File: src/inc/enc_params.svh
// constants for the encoder data image and safety-parameter link
`ifndef ENC_PARAMS_SVH
`define ENC_PARAMS_SVH

// clock and time bases
`define CLK_FREQ_KHZ      200000
`define MS_UNIT           1
`define MS_CYC            (`MS_UNIT * `CLK_FREQ_KHZ)
`define UNSAFE_BASE_MS    5
`define UNSAFE_BASE_CYC   (`UNSAFE_BASE_MS * `CLK_FREQ_KHZ)
`define INTEG_MIN         7'h01
`define INTEG_MAX         7'h64

// link framing
`define PAR_BYTES         14
`define IMG_BYTES         8
`define PAR_LAST_IDX      4'hd
`define IMG_LAST_IDX      3'h7

// safety-parameter byte 0 and byte 1 fields
`define B0_UNUSED         0
`define B0_CHECK_SEL      1
`define B0_SIL_LSB        2
`define B0_CRC_LEN_LSB    4
`define B1_BLOCK_LSB      3
`define B1_VER_LSB        6
`define CHECK_SEL_NONE    1'b0
`define CRC_LEN_3B        2'b00
`define BLOCK_ID_VAL      3'h1
`define PAR_VER_V2        2'b01
`define SIL_DEFAULT       2'b10
`define SIL_NONE          2'b11

// safety-parameter ranges and defaults
`define SRC_MIN           16'h0001
`define SRC_MAX           16'hfffe
`define DEST_MIN          16'h0001
`define DEST_MAX          16'h0063
`define WD_MIN            16'h007d
`define WD_MAX            16'h2710
`define SRC_DEF           16'h0001
`define DEST_DEF          16'h0001
`define WD_DEF            16'h007d
`define IPAR_CRC_DEF      32'h437a2fdc
`define PAR_CRC_DEF       16'h4289

// speed display range and status word
`define SPEED_MAX         28'sh0007fff
`define SPEED_MIN         -28'sh0008000
`define SPEED_SAT_HI      16'h7fff
`define SPEED_SAT_LO      16'h8000
`define STAT_OVF_BIT      0

// controller register map
`define REG_CTRL          8'h00
`define REG_SIL           8'h04
`define REG_SRC           8'h08
`define REG_DEST          8'h0c
`define REG_WD            8'h10
`define REG_IPAR_CRC      8'h14
`define REG_PAR_CRC       8'h18
`define REG_STATUS        8'h1c
`define REG_IMG0          8'h20
`define REG_IMG1          8'h24
`define CTRL_SEND_PAR     0
`define CTRL_SEND_TEL     1
`define RESP_OKAY         2'b00
`define RESP_SLVERR       2'b10

`endif

File: src/inc/enc_pkg.sv
// types shared by the encoder end and the controller end
package enc_pkg;
  typedef logic [7:0] byte_t;
  typedef logic [1:0] sil_t;
  typedef enum logic [1:0] {
    DEV_WAIT_PAR = 2'b00,
    DEV_RUN      = 2'b01,
    DEV_SAFE     = 2'b11
  } dev_state_t;
endpackage

File: src/inc/enc_link_if.sv
// link between the encoder and the io controller with safety host
`timescale 1ns/1ps
`default_nettype none
interface enc_link_if;
  logic             img_valid;
  logic             img_last;
  enc_pkg::byte_t   img_byte;
  logic             par_valid;
  logic             par_last;
  enc_pkg::byte_t   par_byte;
  logic             tel_valid;
  logic             par_ok;
  logic             safe_state;

  modport device (
    output img_valid,
    output img_last,
    output img_byte,
    input  par_valid,
    input  par_last,
    input  par_byte,
    input  tel_valid,
    output par_ok,
    output safe_state
  );

  modport host (
    input  img_valid,
    input  img_last,
    input  img_byte,
    output par_valid,
    output par_last,
    output par_byte,
    output tel_valid,
    input  par_ok,
    input  safe_state
  );
endinterface
`default_nettype wire

File: src/logic/tick_gen.sv
// free-running divider giving a one-cycle tick every PERIOD clocks
`timescale 1ns/1ps
`default_nettype none
module tick_gen #(
  parameter int unsigned PERIOD = 4
) (
  input  wire logic clk,
  input  wire logic rst,
  output logic      tick
);
  localparam int unsigned W = (PERIOD > 1) ? $clog2(PERIOD) : 1;
  localparam logic [W-1:0] LAST = W'(PERIOD - 1);

  logic [W-1:0] cnt_q;

  always_ff @(posedge clk) begin
    if (rst || cnt_q == LAST) begin
      cnt_q <= '0;
    end else begin
      cnt_q <= cnt_q + W'(1);
    end
  end

  always_ff @(posedge clk) begin
    if (rst) begin
      tick <= 1'b0;
    end else begin
      tick <= (cnt_q == LAST);
    end
  end
endmodule
`default_nettype wire

File: src/logic/encoder_end.sv
// encoder end: cyclic input image and safety-parameter check with watchdog
//
// Function
// status bit 0 flags speed overflow
// saturate speed in overflow, clear flag after
// speed signed 16 bit, bytes 2-3
// forward setting: clockwise gives positive speed
// speed is increments per integration interval
// image: status, speed, revolutions, steps
// 15-bit revolutions, 13-bit in-turn steps
// byte0 bits 0,1 zero; no iParameter check
// byte0 bits 3-2 encode safety level
// compare requested level with local level
// telegram crc length fixed at 00
// block identifier fixed at 001
// protocol version fixed at 01
// host addresses in range and different
// destination equals address switch setting
// watchdog timeout enters safe state
// host supplies 32-bit iParameter checksum
// 16-bit parameter checksum at bytes 12-13
// interval is 5 ms times factor 1-100
// direction selects position counting sense
// reserved status bits driven zero
`include "enc_params.svh"
`timescale 1ns/1ps
`default_nettype none
module encoder_end #(
  parameter int unsigned MS_CYCLES   = `MS_CYC,
  parameter int unsigned BASE_CYCLES = `UNSAFE_BASE_CYC
) (
  input  wire logic         clk,
  input  wire logic         rst,
  enc_link_if.device        link,
  input  wire logic [14:0]  pos_rev,
  input  wire logic [12:0]  pos_step,
  input  wire logic         dir_forward,
  input  wire logic [6:0]   integ_factor,
  input  wire enc_pkg::sil_t local_safety_level,
  input  wire logic [6:0]   addr_switch,
  output logic [15:0]       speed_value,
  output logic              speed_overflow,
  output logic [15:0]       param_checksum,
  output logic              safe_state,
  output logic              params_ok
);
  import enc_pkg::*;

  logic        ms_tick;
  logic        base_tick;

  tick_gen #(.PERIOD(MS_CYCLES)) u_ms_tick (
    .clk  (clk),
    .rst  (rst),
    .tick (ms_tick)
  );

  tick_gen #(.PERIOD(BASE_CYCLES)) u_base_tick (
    .clk  (clk),
    .rst  (rst),
    .tick (base_tick)
  );

  // ---- position and speed ----
  logic [27:0]        raw_pos;
  logic [27:0]        dir_pos;
  logic [27:0]        prev_pos_q;
  logic               primed_q;
  logic [6:0]         fac_lim;
  logic [6:0]         base_cnt_q;
  logic               sample;
  logic signed [27:0] delta;
  logic               ovf_hi;
  logic               ovf_lo;
  logic [15:0]        speed_d;

  assign raw_pos = {pos_rev, pos_step};
  // counting sense, speed sign
  assign dir_pos = dir_forward ? raw_pos : (28'h0 - raw_pos);

  // interval factor limits
  always_comb begin
    if (integ_factor < `INTEG_MIN) begin
      fac_lim = `INTEG_MIN;
    end else if (integ_factor > `INTEG_MAX) begin
      fac_lim = `INTEG_MAX;
    end else begin
      fac_lim = integ_factor;
    end
  end

  // count base ticks
  always_ff @(posedge clk) begin
    if (rst) begin
      base_cnt_q <= 7'h00;
    end else if (base_tick) begin
      base_cnt_q <= sample ? 7'h00 : base_cnt_q + 7'h01;
    end
  end

  assign sample = base_tick && ((base_cnt_q + 7'h01) >= fac_lim);

  // increments over one interval
  assign delta = signed'(dir_pos - prev_pos_q);
  // outside display range
  assign ovf_hi = delta > `SPEED_MAX;
  assign ovf_lo = delta < `SPEED_MIN;

  // hold at the limit
  always_comb begin
    if (ovf_hi) begin
      speed_d = `SPEED_SAT_HI;
    end else if (ovf_lo) begin
      speed_d = `SPEED_SAT_LO;
    end else begin
      speed_d = delta[15:0];
    end
  end

  always_ff @(posedge clk) begin
    if (rst) begin
      prev_pos_q <= 28'h0;
      primed_q   <= 1'b0;
    end else if (sample) begin
      prev_pos_q <= dir_pos;
      primed_q   <= 1'b1;
    end
  end

  // flag follows each new sample
  always_ff @(posedge clk) begin
    if (rst) begin
      speed_value    <= 16'h0000;
      speed_overflow <= 1'b0;
    end else if (sample && primed_q) begin
      speed_value    <= speed_d;
      speed_overflow <= ovf_hi || ovf_lo;
    end
  end

  // ---- input image, sent high byte first ----
  byte_t      img_q [`IMG_BYTES];
  logic [2:0] tx_idx_q;
  logic       tx_act_q;

  // image layout
  always_ff @(posedge clk) begin
    if (rst) begin
      for (int i = 0; i < `IMG_BYTES; i++) begin
        img_q[i] <= 8'h00;
      end
    end else if (sample && primed_q) begin
      // reserved status bits zero
      img_q[0] <= 8'h00;
      // overflow at bit 0
      img_q[1] <= {7'h00, ovf_hi || ovf_lo};
      // speed high byte first
      img_q[2] <= speed_d[15:8];
      img_q[3] <= speed_d[7:0];
      // revolutions then steps
      img_q[4] <= {1'b0, dir_pos[27:21]};
      img_q[5] <= dir_pos[20:13];
      img_q[6] <= {3'h0, dir_pos[12:8]};
      img_q[7] <= dir_pos[7:0];
    end
  end

  always_ff @(posedge clk) begin
    if (rst) begin
      tx_act_q <= 1'b0;
      tx_idx_q <= 3'h0;
    end else if (sample && primed_q) begin
      tx_act_q <= 1'b1;
      tx_idx_q <= 3'h0;
    end else if (tx_act_q) begin
      tx_act_q <= (tx_idx_q != `IMG_LAST_IDX);
      tx_idx_q <= tx_idx_q + 3'h1;
    end
  end

  always_ff @(posedge clk) begin
    if (rst) begin
      link.img_valid <= 1'b0;
      link.img_last  <= 1'b0;
      link.img_byte  <= 8'h00;
    end else begin
      link.img_valid <= tx_act_q;
      link.img_last  <= tx_act_q && (tx_idx_q == `IMG_LAST_IDX);
      link.img_byte  <= tx_act_q ? img_q[tx_idx_q] : 8'h00;
    end
  end

  // ---- safety-parameter block receive ----
  byte_t      par_q [`PAR_BYTES];
  logic [3:0] rx_idx_q;
  logic       chk_q;
  logic       len_ok_q;

  always_ff @(posedge clk) begin
    if (rst) begin
      rx_idx_q <= 4'h0;
      for (int i = 0; i < `PAR_BYTES; i++) begin
        par_q[i] <= 8'h00;
      end
    end else if (link.par_valid) begin
      if (rx_idx_q <= `PAR_LAST_IDX) begin
        par_q[rx_idx_q] <= link.par_byte;
      end
      rx_idx_q <= link.par_last ? 4'h0 : rx_idx_q + 4'h1;
    end
  end

  always_ff @(posedge clk) begin
    if (rst) begin
      chk_q    <= 1'b0;
      len_ok_q <= 1'b0;
    end else begin
      chk_q    <= link.par_valid && link.par_last;
      len_ok_q <= (rx_idx_q == `PAR_LAST_IDX);
    end
  end

  byte_t       b0;
  byte_t       b1;
  sil_t        sil_req;
  logic [15:0] src_addr;
  logic [15:0] dest_addr;
  logic [15:0] telegram_watchdog_ms;
  logic        sil_ok;
  logic        fmt_ok;
  logic        addr_ok;
  logic        wd_ok;
  logic        block_ok;

  assign b0                   = par_q[0];
  assign b1                   = par_q[1];
  assign sil_req              = b0[`B0_SIL_LSB +: 2];
  assign src_addr             = {par_q[2], par_q[3]};
  assign dest_addr            = {par_q[4], par_q[5]};
  assign telegram_watchdog_ms = {par_q[6], par_q[7]};

  // unused bit and check selector zero
  // crc length fixed
  // block identifier fixed
  // version fixed
  assign fmt_ok = !b0[`B0_UNUSED]
               && (b0[`B0_CHECK_SEL] == `CHECK_SEL_NONE)
               && (b0[`B0_CRC_LEN_LSB +: 2] == `CRC_LEN_3B)
               && (b1[`B1_BLOCK_LSB +: 3] == `BLOCK_ID_VAL)
               && (b1[`B1_VER_LSB +: 2] == `PAR_VER_V2);

  // requested level against local one
  assign sil_ok = (sil_req == `SIL_NONE)
               || ((local_safety_level != `SIL_NONE)
                   && (sil_req <= local_safety_level));

  // destination matches switches
  // source range and distinct addresses
  assign addr_ok = (dest_addr == {9'h000, addr_switch})
                && (dest_addr >= `DEST_MIN) && (dest_addr <= `DEST_MAX)
                && (src_addr >= `SRC_MIN) && (src_addr <= `SRC_MAX)
                && (src_addr != dest_addr);

  // watchdog range
  assign wd_ok = (telegram_watchdog_ms >= `WD_MIN)
              && (telegram_watchdog_ms <= `WD_MAX);

  // iParameter checksum bytes 8-11 not evaluated
  assign block_ok = len_ok_q && fmt_ok && sil_ok && addr_ok && wd_ok;

  logic [15:0] wd_ms_q;

  always_ff @(posedge clk) begin
    if (rst) begin
      params_ok      <= 1'b0;
      wd_ms_q        <= `WD_DEF;
      param_checksum <= `PAR_CRC_DEF;
    end else if (chk_q) begin
      params_ok <= block_ok;
      if (block_ok) begin
        wd_ms_q        <= telegram_watchdog_ms;
        // keep parameter checksum
        param_checksum <= {par_q[12], par_q[13]};
      end
    end
  end

  // ---- telegram watchdog ----
  dev_state_t  state_q;
  logic [15:0] wd_cnt_q;
  logic        tel_ok;
  logic        timeout;

  assign tel_ok  = link.tel_valid && params_ok;
  // expiry after the set milliseconds
  assign timeout = ms_tick && ((wd_cnt_q + 16'h0001) >= wd_ms_q);

  always_ff @(posedge clk) begin
    if (rst || tel_ok || (chk_q && block_ok) || state_q != DEV_RUN) begin
      wd_cnt_q <= 16'h0000;
    end else if (ms_tick) begin
      wd_cnt_q <= wd_cnt_q + 16'h0001;
    end
  end

  // safe state on timeout
  always_ff @(posedge clk) begin
    if (rst) begin
      state_q <= DEV_WAIT_PAR;
    end else begin
      case (state_q)
        DEV_WAIT_PAR: begin
          if (chk_q && block_ok) begin
            state_q <= DEV_RUN;
          end
        end
        DEV_RUN: begin
          if (chk_q && !block_ok) begin
            state_q <= DEV_WAIT_PAR;
          end else if (timeout && !tel_ok) begin
            state_q <= DEV_SAFE;
          end
        end
        DEV_SAFE: begin
          if (chk_q) begin
            state_q <= block_ok ? DEV_RUN : DEV_WAIT_PAR;
          end else if (tel_ok) begin
            state_q <= DEV_RUN;
          end
        end
        default: begin
          state_q <= DEV_WAIT_PAR;
        end
      endcase
    end
  end

  assign safe_state      = (state_q != DEV_RUN);
  assign link.safe_state = safe_state;
  assign link.par_ok     = params_ok;
endmodule
`default_nettype wire

File: src/flat_wrapper.sv
// flat-port wrapper written by rule: the top's interface ports become plain ports
module encoder_end_flat import enc_pkg::*;
#(
  parameter int unsigned MS_CYCLES   = `MS_CYC,
  parameter int unsigned BASE_CYCLES = `UNSAFE_BASE_CYC
)
  (clk, rst, pos_rev, pos_step, dir_forward, integ_factor, local_safety_level, addr_switch, speed_value, speed_overflow, param_checksum, safe_state, params_ok, link_img_valid, link_img_last, link_img_byte, link_par_valid, link_par_last, link_par_byte, link_tel_valid, link_par_ok, link_safe_state);
  enc_link_if link_i ();
  input  wire logic clk;
  input  wire logic rst;
  input  wire logic [14:0] pos_rev;
  input  wire logic [12:0] pos_step;
  input  wire logic dir_forward;
  input  wire logic [6:0] integ_factor;
  input  wire enc_pkg::sil_t local_safety_level;
  input  wire logic [6:0] addr_switch;
  output logic [15:0] speed_value;
  output logic speed_overflow;
  output logic [15:0] param_checksum;
  output logic safe_state;
  output logic params_ok;
  output wire logic [$bits(link_i.img_valid)-1:0] link_img_valid;
  output wire logic [$bits(link_i.img_last)-1:0] link_img_last;
  output wire logic [$bits(link_i.img_byte)-1:0] link_img_byte;
  input wire logic [$bits(link_i.par_valid)-1:0] link_par_valid;
  input wire logic [$bits(link_i.par_last)-1:0] link_par_last;
  input wire logic [$bits(link_i.par_byte)-1:0] link_par_byte;
  input wire logic [$bits(link_i.tel_valid)-1:0] link_tel_valid;
  output wire logic [$bits(link_i.par_ok)-1:0] link_par_ok;
  output wire logic [$bits(link_i.safe_state)-1:0] link_safe_state;
  assign link_img_valid = link_i.img_valid;
  assign link_img_last = link_i.img_last;
  assign link_img_byte = link_i.img_byte;
  assign link_i.par_valid = link_par_valid;
  assign link_i.par_last = link_par_last;
  assign link_i.par_byte = link_par_byte;
  assign link_i.tel_valid = link_tel_valid;
  assign link_par_ok = link_i.par_ok;
  assign link_safe_state = link_i.safe_state;
  encoder_end #(.MS_CYCLES(MS_CYCLES), .BASE_CYCLES(BASE_CYCLES)) u_core (.clk(clk), .rst(rst), .link(link_i), .pos_rev(pos_rev), .pos_step(pos_step), .dir_forward(dir_forward), .integ_factor(integ_factor), .local_safety_level(local_safety_level), .addr_switch(addr_switch), .speed_value(speed_value), .speed_overflow(speed_overflow), .param_checksum(param_checksum), .safe_state(safe_state), .params_ok(params_ok));
endmodule
File: config.mk
export PLATFORM = sky130hd
export DESIGN_NAME = encoder_end_flat
export DESIGN_NICKNAME = d
export VERILOG_FILES = /design/src/inc/enc_pkg.sv /design/src/inc/enc_link_if.sv /design/src/logic/tick_gen.sv /design/src/logic/encoder_end.sv /design/src/flat_wrapper.sv
export VERILOG_INCLUDE_DIRS = /design/src /design/src/inc
export SDC_FILE = /design/constraint.sdc
export NUM_CORES = 1
export LEC_CHECK = 0
export BUFFER_PORTS_ARGS = -buffer_cell sky130_fd_sc_hd__buf_2
export CORE_ASPECT_RATIO = 0.6
export CORE_UTILIZATION = 40
export CTS_BUF_LIST = sky130_fd_sc_hd__clkbuf_8
export DETAILED_ROUTE_END_ITERATION = 7
export REMOVE_ABC_BUFFERS = 1
export SLEW_MARGIN = 20
export SYNTH_ARGS = -nofsm -noshare
export SYNTH_HDL_FRONTEND = slang
export SYNTH_SLANG_ARGS = --single-unit
File: constraint.sdc
create_clock -name clk -period 12.9 [get_ports clk]
set_input_delay 1.29 -clock clk [delete_from_list [all_inputs] [get_ports clk]]
set_output_delay 1.29 -clock clk [all_outputs]
set_load 0.01 [all_outputs]
==> results by stage <==
Outcome:
- The run finished with clean final reports.

Pwr:
- Cell internal power was estimated by the tool at 1440 uW.
- The worst-case IR drop observed on VDD is 0.05843 mV.
- The combinational power share is 0.117.
- The share of total power dissipated in sequential elements is 0.489.
- The switching power share of the total is 0.2719.
- The share of total power dissipated in the clock network is 0.394.
- Summed over all cells, the static leakage comes to 0.007074 uW.
- For this design the total switching power over the nets is 537.7 uW.
- The power per unit of standard cell area is 118.3 nW/um^2.

Finish:
- The number of nets in the finished design is 1733.
- The layout filler cell count is 3465.
- The fraction of layout cells with a size suffix above 1 is 0.1299.
- The area growth from synthesis to layout is 12.27%.
- The number of antenna diodes is 0.
- The share of the core filled with cells in the final layout is 0.4581.

Synth:
- The number of synthesis warnings is 0.
- The number of distinct library cell variants in the gate-level netlist after synthesis is 70.
- Counting flops with an async set or reset pin after synthesis yields a share of 0.
- For this run, the register share of the synthesized area comes to 0.4626.
- Averaged over all synthesized cells, the footprint is 9.762 sq um.
- In this run, synthesis produced a sequential element count of 284.
- The post-synthesis instance total is 1525.
- For this run, the leading register cell type out of synthesis is sky130_fd_sc_hd__dfxtp_1.
- The netlist area before placement is 14890 sq um.
- The number of enable flip-flop cells after synthesis is 120.

GRT:
- The total grt overflow is 0.
- The number of antenna violations at the first check in global routing is 1.
- The total routing resource utilization after global routing is 0.2017.
- The maximum number of pins on one net before global-route repair is 53.
- The number of global-route vias before repair was 10480.
- The first global-routing pass estimated 59730 um of wire.

Die:
- The initial utilization of the core area, before any placement, comes to 0.4080.
- The number of top-level pins is 105.
- The die width is 251.1 um.
- The chip height is 151.4 um.
- The total number of placement rows is 54.
- The overall die area is approximately 38000 sq um.
- The core region is between 30000 and 40000 sq um.

Critical path:
- The endpoint class of the critical path is a flop.
- The cell with the most instances on the worst path is sky130_fd_sc_hd__a21oi_1.
- On the worst path, the slowest cell contributes a delay of 0.64 ns.
- Traced cell by cell, the critical path runs through buf_2 -> or4_4 -> nor4_2 -> nor4b_4 -> a21oi_1 -> xor2_1 -> ha_1 -> a21oi_1 -> o21ai_0 -> a211oi_1 -> o21ai_0 -> a21oi_1 -> xnor2_1 -> nor4b_1 -> a311oi_4 -> buf_4 -> a31o_2.
- At the worst endpoint, the arrival time is 6.37 ns.
- The type of element launching the critical path is a primary input.
- STA puts the critical path data required time at 13.22 ns.
- The critical path start-end classification is primary input to flop.
- The dominant delay contributor by cell family on the critical path is simple AND/OR/NAND/NOR gates.
- The number of cells on the worst reg-to-reg path is 12.
- The setup slack on the worst flop-to-flop path is 8.89 ns.
- The number of buffers and inverters on the critical path is 2.
- In this run the critical register-to-register path is captured at u_core.img_q[2][2].
- Along the worst path, the maximum fanout reaches 32.
- The worst register-to-register path begins at u_core.prev_pos_q[0].
- Among all stages on the critical path, the largest delay is contributed by sky130_fd_sc_hd__nor4b_1.

Routing:
- The wire length per cell is 18.25 um.
- The via-per-instance ratio is 5.426.
- The routed layout has 11520 vias.
- The number of design rule violations left after detail routing is 0.
- The final routed wirelength across all metal layers is 38740 um.
- The first TritonRoute pass finished after 5 iterations.
- The first-iteration detailed-routing DRC count is 1125.
- The count of nets left with antenna violations once routing finished came out at 0.

CTS:
- Once the clock tree was built, the setup fixing pass inserted 0 buffers.
- TritonCTS built the clock tree.
- For this design, the sink count on the clock tree is 284.
- The clock latency reported for the late side of the worst-skew pair is 0.58 ns.
- CTS built an H-tree with a depth of 2.
- In this run, post-CTS hold repair placed 0 buffers.
- Counting the buffers created by CTS gives 45.
- The number of resized instances in the post-cts repair step is 0.
- Clock-pin slew was measured on the worst setup and hold paths at 0.06 ns.
- The deepest clock path buffer count is 3.
- The tree is rooted in a sky130_fd_sc_hd__clkbuf_8.

Timing:
- The final number of max-transition violations was 0.
- The final hold violation count is 0.
- The fmax is 165.3 MHz.
- Setup repair after global routing left no endpoint under its margin.
- Hold is met by around 0.46 ns.
- The worst-case headroom to the max-slew limit is 0.3408.
- After routing, the total negative slack on setup checks comes to 0 ns.
- At the pin with the least slew margin, the transition time is ~1 ns.
- Setup violations remaining at the end of the flow were counted as 0.
- In the finished design, the share of the clock period the worst path needs comes to 0.4689.
- The final critical delay including setup and external delays is 6.048 ns.
- The worst clock skew on the final layout is 0.02386 ns.

Min path:
- The path class of the tightest hold or removal check is flop to flop.
- The worst min-delay path endpoint is param_checksum[3].
- The startpoint of the worst hold path is param_checksum[3].
- Counting instances, the worst hold path has a depth of 1.

Placed design:
- In this run the tool buffered the top-level ports with 104 buffer cells.
- The post-DP HPWL is 27900 um.
- At the end of routability-driven placement, the weighted congestion stood at 0.9681.

Run:
- The count of max-cap constraint violations is 0.
## worst reg2reg max path, cell delays in order, from the launching register on
cell	delay [ns]
sky130_fd_sc_hd__dfxtp_1	0.33
sky130_fd_sc_hd__ha_1	0.27
sky130_fd_sc_hd__fa_1	0.48
sky130_fd_sc_hd__nand2b_1	0.18
sky130_fd_sc_hd__a21o_1	0.22
sky130_fd_sc_hd__a21boi_1	0.40
sky130_fd_sc_hd__a21o_1	0.24
sky130_fd_sc_hd__a21oi_1	0.12
sky130_fd_sc_hd__xnor2_1	0.16
sky130_fd_sc_hd__nor4b_1	0.64
sky130_fd_sc_hd__a311oi_4	0.16
sky130_fd_sc_hd__buf_4	0.27
sky130_fd_sc_hd__a31o_2	0.28
## state kept, by name, summed over array words and instances (netlist names), 7 cells and up
name / flops
u_core.base_cnt_q: 7
param_checksum: 16
u_core.par_q: 75
u_core.link.img_byte: 8
u_core.wd_cnt_q: 16
u_core.prev_pos_q: 28
u_core.img_q: 45
u_core.u_ms_tick.cnt_q: 18
u_core.u_base_tick.cnt_q: 20
u_core.wd_ms_q: 16
u_core.speed_value: 16
## kinds of logic (layout without fill, tap and decap cells)
family | Yosys count | in the layout | share of synthesized area
simple gates | 568 | 568 | 0.1955
flops | 284 | 284 | 0.4626
compound gates | 242 | 242 | 0.1124
buf+inv | 159 | 281 | 0.04169
xor+xnor | 145 | 145 | 0.08581
fa+ha+maj | 65 | 65 | 0.05514
mux | 62 | 62 | 0.04690
## layout make-up
cell class,instances,area [sq um],area share
multi-input cells,1082,7408,0.4433
flip-flops and latches,284,6888,0.4121
clock buffers,51,701.9,0.04200
repair buffers,118,628.1,0.03758
well taps,476,595.6,0.03563
inverters,79,296.5,0.01774
clock inverters,33,195.2,0.01168
## per-stage QoR
| stage | instances | power, uW | area, sq um | worst slack (ns) |
|---|---|---|---|---|
| after detailed placement | 2039 | 1211 | 15820 | 6.416 |
| after CTS | 2123 | 1993 | 16710 | 7.012 |
| final | 2123 | 1977 | 16710 | 6.852 |
| after global routing | 2123 | 2060 | 16710 | 6.509 |
| after global placement | 2039 | 1210 | 15820 | 6.391 |
| after floorplan | 1445 | 1125 | 14560 | 5.988 |
## power groups by stage
stage	clock network [uW]	registers [uW]	logic, uW
2_1_floorplan	0	983	142
3_3_place_gp	0	986	224
3_5_place_dp	0	987	224
4_1_cts	800	967	226
5_1_grt	840	969	251
6_report	778	968	231
## synthesized netlist by cell type (all sizes together), types with 6 or more instances
master  instances  area [sq um]
nor2          196         735.7
a21oi          59         295.3
mux2           12         135.1
o21ai          36         180.2
ha             64         800.8
a21boi          6         45.05
or3             8         55.05
a21o           43         322.8
nand4          40         250.2
edfxtp        120          3603
nand3          24         120.1
inv            79         296.5
o211ai          8         60.06
dfxtp         164          3283
a22oi           9         67.56
clkbuf         70         262.8
nor2b          12         75.07
xnor2          69         611.8
a211oi         14         105.1
nand2b         14         87.58
nor3           28         140.1
mux2i          45         450.4
buf            10         61.30
nor4           19         125.1
and3           95         594.3
a221o          16         160.2
xor2           76         665.6
o21a            6         45.04
nand2          67         251.5
a211o          12         105.1
and4            6         52.55
and2           38         237.7
## layout by cell type, fill, tap and decap left out, drive strengths merged, types with 14 or more instances in the layout
cell	instances
nand2b	14
a21oi	59
buf	118
xor2	76
a21o	43
nor2	196
mux2i	45
nand3	24
and2	38
nand4	40
clkbuf	51
inv	95
nor4	19
o21ai	36
and3	95
a211oi	14
a221o	16
xnor2	69
nand2	67
nor3	28
edfxtp	120
ha	64
dfxtp	164
## per-layer routing
layer	share of wire	wire length, um	up-vias	track usage
li1	-	-	5607	-
met1	0.52	20280	5501	0.3241
met2	0.37	14240	366	0.2501
met3	0.093	3592	45	0.06135
met4	0.016	629	0	0.04695
met5	0	0	-	0
## how the worst max path moves through the flow
stage	start	to	slack, ns	cells after the start
after floorplan	pos_step[4]	u_core.img_q[2][2]	5.99	18
after global placement	pos_rev[1]	u_core.img_q[2][2]	6.39	17
after detailed placement	pos_rev[1]	u_core.img_q[2][2]	6.42	17
after CTS	pos_rev[1]	u_core.img_q[2][2]	7.01	17
after global routing	pos_step[0]	u_core.img_q[2][2]	6.51	21
final	pos_rev[1]	u_core.img_q[2][2]	6.85	17
Power figures use the tool's default switching activity.
